$ cat src/hw/mt_pkg.sv
// Package with register map, field layout and enumerations of the timer
package mt_pkg;

    // Register byte offsets on the AXI4-Lite bus
    localparam logic [3:0] STATUS_CONTROL_OFFSET = 4'h0;
    localparam logic [3:0] CLOCK_CONFIG_OFFSET   = 4'h4;
    localparam logic [3:0] COUNT_VALUE_OFFSET    = 4'h8;
    localparam logic [3:0] MODULO_LIMIT_OFFSET   = 4'hc;
    localparam int         ADDR_WIDTH            = 4;

    // Field positions in the status and control register
    localparam int OVERFLOW_FLAG_BIT    = 7;
    localparam int OVERFLOW_IRQ_EN_BIT  = 6;
    localparam int COUNTER_CLEAR_BIT    = 5;
    localparam int COUNTER_HALT_BIT     = 4;

    // Field positions in the clock configuration register
    localparam int CLOCK_SELECT_LSB     = 4;
    localparam int PRESCALE_LSB         = 0;

    // Reset values and limits
    localparam logic [7:0] COUNT_RESET_VALUE  = 8'h00;
    localparam logic [7:0] MODULO_RESET_VALUE = 8'h00;
    localparam logic [1:0] CLOCK_SELECT_RESET = 2'h0;
    localparam logic [3:0] PRESCALE_RESET     = 4'h0;
    localparam logic [3:0] PRESCALE_MAX_CODE  = 4'h8;
    localparam logic [7:0] COUNT_FULL_VALUE   = 8'hff;

    // AXI response codes
    localparam logic [1:0] AXI_RESP_OKAY   = 2'h0;
    localparam logic [1:0] AXI_RESP_SLVERR = 2'h2;

    // Clock source encodings
    typedef enum logic [1:0] {
        MT_SRC_BUS       = 2'b00,
        MT_SRC_FIXED     = 2'b01,
        MT_SRC_PIN_FALL  = 2'b10,
        MT_SRC_PIN_RISE  = 2'b11
    } mt_source_type;

    // Power and debug state of the processor seen by the timer
    typedef struct packed {
        logic wait_mode;
        logic stop_mode;
        logic deep_stop_wake;
        logic stop_reset_exit;
        logic debug_active;
    } mt_power_type;

endpackage

$ cat src/hw/mt_timer.sv
// Modulo timer: 8-bit up-counter with prescaler and AXI4-Lite registers
// Function
// 8-bit up-counter, free-running or modulo wrap
// Software-enabled interrupt on counter overflow
// Four selectable prescaler input sources
// Prescaler divides by one through 256
// Upper clock-select codes pick external pin
// Pin may also feed the companion timer
// Synchronise external pin to bus clock
// Pin frequency at most quarter bus clock
// Keeps running in wait, can wake
// Software halts timer before wait if unused
// Timer disabled in every stop mode
// Reset state after deep stop or reset
// Light stop interrupt exit keeps state
// Counting suspended during background debug
// Resume after debug unless cleared meanwhile
// Four 8-bit software registers
// Counter-clear control zeroes the count
// Halt bit freezes counter while set
// Overflow flag set and clear conditions
// Clock-select encoding, unused codes use bus
// Prescale codes above eight divide by 256
// Reset sets halt, clears interrupt enable
// Interrupt when flag and enable set
module mt_timer
    import mt_pkg::*;
#(
    parameter int COUNT_WIDTH = 8
) (
    // Clock and reset
    input  wire logic                  clock,
    input  wire logic                  resetn,
    // AXI4-Lite write address
    input  wire logic [ADDR_WIDTH-1:0] s_axi_awaddr,
    input  wire logic                  s_axi_awvalid,
    output      logic                  s_axi_awready,
    // AXI4-Lite write data
    input  wire logic [31:0]           s_axi_wdata,
    input  wire logic [3:0]            s_axi_wstrb,
    input  wire logic                  s_axi_wvalid,
    output      logic                  s_axi_wready,
    // AXI4-Lite write response
    output      logic [1:0]            s_axi_bresp,
    output      logic                  s_axi_bvalid,
    input  wire logic                  s_axi_bready,
    // AXI4-Lite read address
    input  wire logic [ADDR_WIDTH-1:0] s_axi_araddr,
    input  wire logic                  s_axi_arvalid,
    output      logic                  s_axi_arready,
    // AXI4-Lite read data
    output      logic [31:0]           s_axi_rdata,
    output      logic [1:0]            s_axi_rresp,
    output      logic                  s_axi_rvalid,
    input  wire logic                  s_axi_rready,
    // Clock sources and pin
    input  wire logic                  fixed_freq_clock,
    input  wire logic                  ext_timer_clock_pin,
    // Processor mode
    input  wire mt_power_type          power_state,
    // Interrupt request
    output      logic                  overflow_irq
);

    // Register state
    logic [COUNT_WIDTH-1:0] count_reg;         // Current count
    logic [COUNT_WIDTH-1:0] modulo_reg;        // Modulo limit
    logic                   flag_reg;          // Overflow flag
    logic                   irq_enable_reg;    // Overflow interrupt enable
    logic                   halt_reg;          // Counter halt bit
    logic [1:0]             clock_select_reg;  // Clock source select
    logic [3:0]             prescale_reg;      // Prescale select
    logic                   flag_seen_reg;     // Flag read while set
    logic [7:0]             prescaler_reg;     // Prescaler counter

    // Synchronisers for the pin and the fixed-frequency clock
    logic [1:0] pin_sync_reg;                  // Pin two-stage sync
    logic       pin_last_reg;                  // Previous synced pin
    logic [1:0] fixed_sync_reg;                // Fixed clock sync
    logic       fixed_last_reg;                // Previous synced fixed

    // Bus handshake state
    logic                  aw_held_reg;        // Write address captured
    logic                  w_held_reg;         // Write data captured
    logic [ADDR_WIDTH-1:0] awaddr_reg;         // Captured write address
    logic [31:0]           wdata_reg;          // Captured write data
    logic [3:0]            wstrb_reg;          // Captured strobes

    // Decoded events
    logic       write_fire;                    // Write executes this cycle
    logic       read_fire;                     // Read address taken
    logic       wr_status;                     // Write to status register
    logic       wr_modulo;                     // Write to modulo register
    logic       wr_clock;                      // Write to clock register
    logic       clear_count;                   // Counter-clear request
    logic       source_edge;                   // Selected source edge
    logic       tick;                          // Prescaler output tick
    logic       run;                           // Counter may advance
    logic       at_limit;                      // Count at wrap point
    logic       overflow;                      // Wrap this cycle
    logic       reset_state;                   // Return to reset state
    logic [7:0] div_mask;                      // Prescaler terminal mask
    logic [7:0] status_value;                  // Status read value
    logic [7:0] read_value;                    // Selected read value
    logic       read_ok;                       // Read address mapped
    logic       write_ok;                      // Write address mapped

    // Handshake outputs: take each channel once until response
    // Reads and writes are independent
    assign s_axi_awready = !aw_held_reg && !s_axi_bvalid;
    assign s_axi_wready  = !w_held_reg && !s_axi_bvalid;
    assign s_axi_arready = !s_axi_rvalid;
    assign read_fire     = s_axi_arvalid && s_axi_arready;
    assign write_fire    = aw_held_reg && w_held_reg && !s_axi_bvalid;

    // Write decode, lane 0 carries the 8-bit register
    // Upper lanes are ignored
    assign wr_status = write_fire && wstrb_reg[0]
                       && (awaddr_reg == STATUS_CONTROL_OFFSET);
    assign wr_clock  = write_fire && wstrb_reg[0]
                       && (awaddr_reg == CLOCK_CONFIG_OFFSET);
    assign wr_modulo = write_fire && wstrb_reg[0]
                       && (awaddr_reg == MODULO_LIMIT_OFFSET);
    assign write_ok  = (awaddr_reg == STATUS_CONTROL_OFFSET)
                       || (awaddr_reg == CLOCK_CONFIG_OFFSET)
                       || (awaddr_reg == COUNT_VALUE_OFFSET)
                       || (awaddr_reg == MODULO_LIMIT_OFFSET);
    assign clear_count = (wr_status && wdata_reg[COUNTER_CLEAR_BIT])
                         || wr_modulo;

    // Deep stop wake or stop exit by reset restores reset state
    // Held each cycle the mode asks
    assign reset_state = power_state.deep_stop_wake
                         || power_state.stop_reset_exit;

    // Counting allowed: not halted, not stopped, not in debug
    // Wait mode does not freeze
    assign run = !halt_reg && !power_state.stop_mode
                 && !power_state.debug_active;

    // Source edge selection by clock-select code
    // Pin edges arrive 2 cycles late
    always_comb begin
        case (mt_source_type'(clock_select_reg))
            MT_SRC_BUS:      source_edge = 1'b1;
            MT_SRC_FIXED:    source_edge = fixed_sync_reg[1]
                                           && !fixed_last_reg;
            MT_SRC_PIN_FALL: source_edge = !pin_sync_reg[1]
                                           && pin_last_reg;
            MT_SRC_PIN_RISE: source_edge = pin_sync_reg[1]
                                           && !pin_last_reg;
            default:         source_edge = 1'b1;
        endcase
    end

    // Prescaler terminal mask: codes above eight saturate
    // Divide N: tick per Nth edge
    always_comb begin
        if (prescale_reg > PRESCALE_MAX_CODE) begin
            div_mask = 8'hff;
        end else begin
            div_mask = 8'((9'h001 << prescale_reg) - 9'h001);
        end
    end

    // A tick when the prescaler reaches its terminal count
    assign tick = run && source_edge
                  && ((prescaler_reg & div_mask) == div_mask);

    // Wrap point: modulo limit, or full range when limit is zero
    assign at_limit = (modulo_reg == MODULO_RESET_VALUE)
                      ? (count_reg == COUNT_FULL_VALUE)
                      : (count_reg == modulo_reg);
    assign overflow = tick && at_limit;

    // Interrupt request; also usable as wake from wait
    assign overflow_irq = flag_reg && irq_enable_reg;

    // Pin synchroniser; only the second stage is read
    // First stage may be metastable
    always_ff @(posedge clock or negedge resetn) begin
        if (!resetn) begin
            pin_sync_reg <= 2'b00;
            pin_last_reg <= 1'b0;
        end else begin
            pin_sync_reg <= {pin_sync_reg[0], ext_timer_clock_pin};
            pin_last_reg <= pin_sync_reg[1];
        end
    end

    // Fixed-frequency clock synchroniser
    always_ff @(posedge clock or negedge resetn) begin
        if (!resetn) begin
            fixed_sync_reg <= 2'b00;
            fixed_last_reg <= 1'b0;
        end else begin
            fixed_sync_reg <= {fixed_sync_reg[0], fixed_freq_clock};
            fixed_last_reg <= fixed_sync_reg[1];
        end
    end

    // Prescaler counter, advances on each selected source edge
    // Cleared with the count
    always_ff @(posedge clock or negedge resetn) begin
        if (!resetn) begin
            prescaler_reg <= 8'h00;
        end else if (reset_state || clear_count) begin
            prescaler_reg <= 8'h00;
        end else if (run && source_edge) begin
            prescaler_reg <= prescaler_reg + 8'h01;
        end
    end

    // Up-counter with modulo wrap and clear
    // Clear beats counting
    always_ff @(posedge clock or negedge resetn) begin
        if (!resetn) begin
            count_reg <= COUNT_RESET_VALUE;
        end else if (reset_state || clear_count) begin
            count_reg <= COUNT_RESET_VALUE;
        end else if (overflow) begin
            count_reg <= COUNT_RESET_VALUE;
        end else if (tick) begin
            count_reg <= count_reg + 8'h01;
        end
    end

    // Modulo limit register
    always_ff @(posedge clock or negedge resetn) begin
        if (!resetn) begin
            modulo_reg <= MODULO_RESET_VALUE;
        end else if (reset_state) begin
            modulo_reg <= MODULO_RESET_VALUE;
        end else if (wr_modulo) begin
            modulo_reg <= wdata_reg[7:0];
        end
    end

    // Overflow flag: set wins over clear
    // Cleared by read then zero write, or by a count clear
    always_ff @(posedge clock or negedge resetn) begin
        if (!resetn) begin
            flag_reg <= 1'b0;
        end else if (reset_state) begin
            flag_reg <= 1'b0;
        end else if (overflow) begin
            flag_reg <= 1'b1;
        end else if (clear_count) begin
            flag_reg <= 1'b0;
        end else if (wr_status && flag_seen_reg
                     && !wdata_reg[OVERFLOW_FLAG_BIT]) begin
            flag_reg <= 1'b0;
        end
    end

    // Arms the flag clear when status is read with the flag set
    // Any status write disarms
    always_ff @(posedge clock or negedge resetn) begin
        if (!resetn) begin
            flag_seen_reg <= 1'b0;
        end else if (reset_state || !flag_reg || wr_status) begin
            flag_seen_reg <= 1'b0;
        end else if (read_fire
                     && s_axi_araddr == STATUS_CONTROL_OFFSET) begin
            flag_seen_reg <= 1'b1;
        end
    end

    // Control bits: halt set and enable cleared at reset
    // Halted until software starts
    always_ff @(posedge clock or negedge resetn) begin
        if (!resetn) begin
            irq_enable_reg <= 1'b0;
            halt_reg       <= 1'b1;
        end else if (reset_state) begin
            irq_enable_reg <= 1'b0;
            halt_reg       <= 1'b1;
        end else if (wr_status) begin
            irq_enable_reg <= wdata_reg[OVERFLOW_IRQ_EN_BIT];
            halt_reg       <= wdata_reg[COUNTER_HALT_BIT];
        end
    end

    // Clock configuration register
    // Changes keep the count
    always_ff @(posedge clock or negedge resetn) begin
        if (!resetn) begin
            clock_select_reg <= CLOCK_SELECT_RESET;
            prescale_reg     <= PRESCALE_RESET;
        end else if (reset_state) begin
            clock_select_reg <= CLOCK_SELECT_RESET;
            prescale_reg     <= PRESCALE_RESET;
        end else if (wr_clock) begin
            clock_select_reg <= wdata_reg[CLOCK_SELECT_LSB +: 2];
            prescale_reg     <= wdata_reg[PRESCALE_LSB +: 4];
        end
    end

    // Write channel capture
    // Address and data in any order
    always_ff @(posedge clock or negedge resetn) begin
        if (!resetn) begin
            aw_held_reg <= 1'b0;
            w_held_reg  <= 1'b0;
            awaddr_reg  <= '0;
            wdata_reg   <= 32'h0000_0000;
            wstrb_reg   <= 4'h0;
        end else begin
            if (s_axi_awvalid && s_axi_awready) begin
                aw_held_reg <= 1'b1;
                awaddr_reg  <= s_axi_awaddr;
            end else if (write_fire) begin
                aw_held_reg <= 1'b0;
            end
            if (s_axi_wvalid && s_axi_wready) begin
                w_held_reg <= 1'b1;
                wdata_reg  <= s_axi_wdata;
                wstrb_reg  <= s_axi_wstrb;
            end else if (write_fire) begin
                w_held_reg <= 1'b0;
            end
        end
    end

    // Write response
    // Unmapped: slave error
    always_ff @(posedge clock or negedge resetn) begin
        if (!resetn) begin
            s_axi_bvalid <= 1'b0;
            s_axi_bresp  <= AXI_RESP_OKAY;
        end else if (write_fire) begin
            s_axi_bvalid <= 1'b1;
            s_axi_bresp  <= write_ok ? AXI_RESP_OKAY : AXI_RESP_SLVERR;
        end else if (s_axi_bready) begin
            s_axi_bvalid <= 1'b0;
        end
    end

    // Read value mux; clear bit and unused bits read zero
    assign status_value = {flag_reg, irq_enable_reg, 1'b0,
                           halt_reg, 4'h0};
    always_comb begin
        read_ok = 1'b1;
        case (s_axi_araddr)
            STATUS_CONTROL_OFFSET: read_value = status_value;
            CLOCK_CONFIG_OFFSET:   read_value = {2'b00, clock_select_reg,
                                                 prescale_reg};
            COUNT_VALUE_OFFSET:    read_value = count_reg;
            MODULO_LIMIT_OFFSET:   read_value = modulo_reg;
            default: begin
                read_value = 8'h00;
                read_ok    = 1'b0;
            end
        endcase
    end

    // Read data channel
    always_ff @(posedge clock or negedge resetn) begin
        if (!resetn) begin
            s_axi_rvalid <= 1'b0;
            s_axi_rdata  <= 32'h0000_0000;
            s_axi_rresp  <= AXI_RESP_OKAY;
        end else if (read_fire) begin
            s_axi_rvalid <= 1'b1;
            s_axi_rdata  <= {24'h000000, read_value};
            s_axi_rresp  <= read_ok ? AXI_RESP_OKAY : AXI_RESP_SLVERR;
        end else if (s_axi_rready) begin
            s_axi_rvalid <= 1'b0;
        end
    end

endmodule

$ cat config.mk
export PLATFORM = sky130hd
export DESIGN_NAME = mt_timer
export DESIGN_NICKNAME = d
export VERILOG_FILES = /design/src/hw/mt_pkg.sv /design/src/hw/mt_timer.sv
export SDC_FILE = /design/constraint.sdc
export NUM_CORES = 1
export LEC_CHECK = 0
export ABC_AREA = 1
export BUFFER_PORTS_ARGS = -buffer_cell sky130_fd_sc_hd__buf_4
export CORE_MARGIN = 8
export CORE_UTILIZATION = 50
export CTS_BUF_LIST = sky130_fd_sc_hd__clkbuf_8
export CTS_CLUSTER_DIAMETER = 60
export DETAILED_ROUTE_END_ITERATION = 12
export PLACE_DENSITY = 0.86
export SKIP_CTS_REPAIR_TIMING = 1
export SYNTH_ARGS = -nofsm -noshare
export SYNTH_HDL_FRONTEND = slang
export SYNTH_SLANG_ARGS = --single-unit
$ cat constraint.sdc
create_clock -name clock -period 2.14 [get_ports clock]
set_input_delay 0.428 -clock clock [delete_from_list [all_inputs] [get_ports clock]]
set_output_delay 0.428 -clock clock [all_outputs]
set_load 0.03 [all_outputs]
# After elaboration in Yosys (flattened, before gate mapping)
# Index checks and enable logic that the tools add are counted.
# totals
in_bits	58
word_cells	136
reg_bits	69
output_inout_bits	42
# classes
bitwise	1
eq_ne	12
shifts	1
magnitude_cmp	1
addsub	3
mux	35
n_reduce_logical	60
# op_table
cell	count
$mux 8	8
$pmux 8 s4	1
$logic_and 1x1->1	24
$mux 1	19
$reduce_bool 2->1	9
$add 8x1->8 const B	2
$eq 4x4->1 const B	4
$eq 8x8->1	2
$logic_not 1->1	12
$and 8x8->8	1
$eq 4x3->1 const B	2
$eq 8x8->1 const B	1
$logic_not 4->1	2
$logic_not 8->1	1
$logic_or 1x1->1	8
$mux 2	4
$mux 4	2
$shl 1x4->8 const A	1
$sub 8x1->8 const B	1
$eq 2x2->1 const B	2
$gt 4x4->1 const B	1
$pmux 1 s4	1
$reduce_bool 4->1	1
$reduce_or 4->1	1
other kinds (3)	3

# Longest topological paths before layout
# logic_depth
word_depth	10
mapped_depth	13
mapped_depth_nobuf	13

# Worst setup path after synthesis
# No wires, ideal clock.
# synth_path
kind	register -> register
from	register s_axi_bvalid
to	register wdata_reg[2]
path_stages_with_launch	5
t_arrival_ns	1.691
t_required_ns	2.015
period_less_slack_ns	1.816
n_path_buf	1
setup_time_ns	0.125
slack_ns	0.324
cell_sequence	dfrtp_1 nor2_1 nand2_1 clkbuf_1 mux2_2
# synth_via
elab_chain_len	3
# synth_lines
element	line	source
start: declaration	mt_timer.sv:45	output logic s_axi_bvalid,
start signal: assignment	mt_timer.sv:329	s_axi_bvalid <= 1'b0;
start signal: assignment	mt_timer.sv:332	s_axi_bvalid <= 1'b1;
start signal: assignment	mt_timer.sv:335	s_axi_bvalid <= 1'b0;
$logic_not 1->1	mt_timer.sv:111	assign s_axi_wready = !w_held_reg && !s_axi_bvalid;
$logic_and 1x1->1	mt_timer.sv:111	
named net s_axi_wready	mt_timer.sv:42	output logic s_axi_wready,
$logic_and 1x1->1	mt_timer.sv:315	if (s_axi_wvalid && s_axi_wready) begin
end signal: assignment	mt_timer.sv:317	wdata_reg <= s_axi_wdata;
end: declaration	mt_timer.sv:86	logic [31:0] wdata_reg;
# The timed path passes the listed nets, and every way through them passes these cells.
# A chain may end at the register's enable or synchronous reset.

# Worst setup path in the final report
# layout_path
from	register prescale_reg[2]
to	register flag_reg
# layout_via
elab_chain_len	9
word_cells_on_any_way	11
classes_between	1 x add/sub; 1 x order compare; 1 x eq/ne; 1 x shift; 3 x mux; 1 x bitwise; 3 x reduce/logical
# layout_lines
element	line	source
start: declaration	mt_timer.sv:72	logic [3:0] prescale_reg;
start signal: assignment	mt_timer.sv:295	prescale_reg <= wdata_reg[PRESCALE_LSB +: 4];
$shl 1x4->8	mt_timer.sv:162	div_mask = 8'((9'h001 << prescale_reg) - 9'h001);
$sub 8x1->8	mt_timer.sv:162	
$mux 8 *	mt_timer.sv:159	if (prescale_reg > PRESCALE_MAX_CODE) begin
$and 8x8->8	mt_timer.sv:168	&& ((prescaler_reg & div_mask) == div_mask);
$eq 8x8->1 *	mt_timer.sv:168	
$logic_and 1x1->1 *	mt_timer.sv:168	
$logic_and 1x1->1 *	mt_timer.sv:174	assign overflow = tick && at_limit;
$mux 1	mt_timer.sv:246	end else if (overflow) begin
$mux 1	mt_timer.sv:244	end else if (reset_state) begin
end signal: assignment	mt_timer.sv:243	flag_reg <= 1'b0;
end signal: assignment	mt_timer.sv:245	flag_reg <= 1'b0;
end signal: assignment	mt_timer.sv:247	flag_reg <= 1'b1;
end: declaration	mt_timer.sv:68	logic flag_reg;
# Every way passes the cells marked *; elsewhere a longest branch is shown, timed or not.

==> flow_summary_export.csv <==
group,metric,value,unit
run_status,status,"complete, no violations",
global_route,overflow,0,
global_route,grt_usage,0.1768,
job,maxCapViolCount,0,
clock_tree,cts_tree,"built",
sta,min_period_over_period,0.9184,
placement,place_ws,0.1540,ns
sta,setup_ws,0.1746,ns
logic_synthesis,netlist_top_cells_area,"dfrtp_1 44%, nand2_1 15%, buf_4 5.2%",
global_route,antenna_found_initial,0,
global_route,top_usage_layer,"met2",
route,vias,3282,
logic_synthesis,synth.avg_cell_area,7.733,sq um
sta,finClkSkew,0.008591,ns
route,final_antenna_net_count,0,
pwr,ir_drop,0.0008023,V
sta,fmax,508.8,MHz
logic_synthesis,synth_top_cell_area_share,0.4377,
logic_synthesis,synth-seq-cells,67,
floorplan,start_util,0.5175,
clock_tree,cts.clk_slew.worst_paths,0.07,ns
floorplan,core_area,7292,sq um
worst_setup_path,start_kind,"flop",
global_route,grt_pass1_vias,3215,
placement,io_buffers,45,
logic_synthesis,syn-cell-area,3774,sq um
clock_tree,cts_htree_levels,3,
sta,period_minus_slack,1.965,ns
route,wirelength,8.582,mm
worst_setup_path,cp_max_fo,6,
worst_setup_path,crit_type,"reg2reg",
logic_synthesis,ys_types,34,
sta,final_max_slew_viol_count,0,
final_layout,n_antenna_cell,0,
sta,finalSetupViolCount,0,
route,drc,0,
placement,gp_congestion,0.9167,
global_route,grt_util_met2,0.2887,
pwr,p_per_area,949.7,nW/um^2
worst_setup_path,cp.arrival,2.20,ns
clock_tree,insertion_delay,0.35,ns
pwr,p_leak,2.191,nW
global_route,grt_pass1_wl,14.54,mm
clock_tree,root_buffer,"clkbuf_8",
final_layout,final_common_cell,"nand2_1",
floorplan,die_area,10580,sq um
worst_setup_path,crit_path_end_kind,"flop",
final_layout,final_util,0.5978,
global_route,grt_start_max_net_pins,38,
clock_tree,cts_sinks,67,
sta,finalHoldViolCount,0,
route,routedWlPerCell,13.35,microns
final_layout,nets,601,
logic_synthesis,yosysSeqAreaShare,0.4446,
placement,hpwl,6.401,mm
sta,worst_pin_slew,0.5758,ns
global_route,met3_usage,0.04929,
floorplan,die_x,102.9,microns
floorplan,dieHeight,102.9,microns
final_layout,syn_to_final_growth,15.52,%
floorplan,rows,31,
sta,slew_headroom,0.6141,
worst_setup_path,required,2.37,ns
logic_synthesis,synth_area_leader_cell,"dfrtp_1",
final_layout,layout_common_cells,"152 x nand2_1, 64 x dfrtp_1, 51 x buf_4, 50 x inv_1, 36 x nor2_1",
route,drtPass1Iterations,5,
floorplan,io-pin-count,100,
route,via_per_inst,5.104,
clock_tree,cts_buffer_depth,2,
hold_path,hold_path.class,"in2async",
logic_synthesis,synthCells,488,
logic_synthesis,yosys_warnings,0,
final_layout,final_layout_size_suffix_gt1_frac,0.1893,
clock_tree,cts_buffers,9,
route,drtIter0Drc,139,
global_route,met1_usage,0.2076,
[path summary, 6_finish.rpt]
path	startpoint	end	slack [ns]	cells past startpoint
setup / recovery	prescale_reg[2]	flag_reg	0.17	11
hold / removal	resetn	prescaler_reg[3]	0.001	1
setup reg to reg	prescale_reg[2]	flag_reg	0.17	11
hold reg to reg	fixed_sync_reg[0]	fixed_sync_reg[1]	0.36	0
max in group asynchronous	resetn	halt_reg	1.54	2
min in group clock	ext_timer_clock_pin	pin_sync_reg[0]	0.18	1
[per-stage QoR]
stage	hold slack, ns	cell area (sq um)	std cells	setup TNS [ns]	power, mW
floorplan	0.1324	3867	513	0	2.749
global placement	0.3346	4136	627	0	3.018
detailed placement	0.3379	4136	627	0	3.075
CTS	0.004013	4337	642	0	4.151
global route	0.01054	4359	643	-0.003112	4.430
finish	0.001431	4359	643	0	4.140
[cells by family after synthesis]
group,after synthesis,share of synthesized area
AOI/OAI and AO/OA,58,0.08356
xor gates and xnor gates,6,0.01393
adders and majority gates,3,0.009948
buffers and inverters,87,0.1170
DFF,67,0.4446
muxes,12,0.03581
other,1,0.0009937
and+or+nand+nor,254,0.2941
[area by class of cell]
cell class,count,area (sq um)
clock buffer,10,137.6
clock inverter,5,62.56
fill,635,2933
inverter,51,191.4
multi-input combinational,359,1760
sequential,67,1680
tap,99,123.9
timing repair buffer,52,402.9
[layer usage]
metal  up-vias  part of all wire
met2       126              0.48
li1       1604                 -
met4         0             0.030
met1      1528              0.41
met3        24             0.086
met5         -                 0
[critical path, stage by stage, from the launching register on]
cell and delay (ns):
dfrtp_2 0.46, nor2_4 0.18, nand2_1 0.10, ha_1 0.26
nand2_1 0.08, nand3_1 0.08, a21oi_2 0.14, nand2_2 0.10
nor2_2 0.21, nand3_1 0.12, nand2_1 0.08, nand2_1 0.06
[where the power goes]
group          internal [mW]  switching, mW  total (mW)
Clock                  0.569          0.494        1.06
Combinational          0.518          0.877        1.40
Sequential              1.50          0.186        1.68
Total                   2.58           1.56        4.14
[synth_stat cells (all sizes together)]
cell     count
nand2      158
dfrtp       66
inv         51
nor2        44
o21ai       35
nand3       34
buf         30
a21oi       16
mux2        12
nor3        11
clkbuf       6
xor2         6
nor3b        5
ha           3
a221oi       2
nand3b       2
a211oi       1
a21boi       1
conb         1
dfstp        1
o2111ai      1
o21a         1
o21bai       1
No activity file was read; power rests on OpenSTA's default activity.
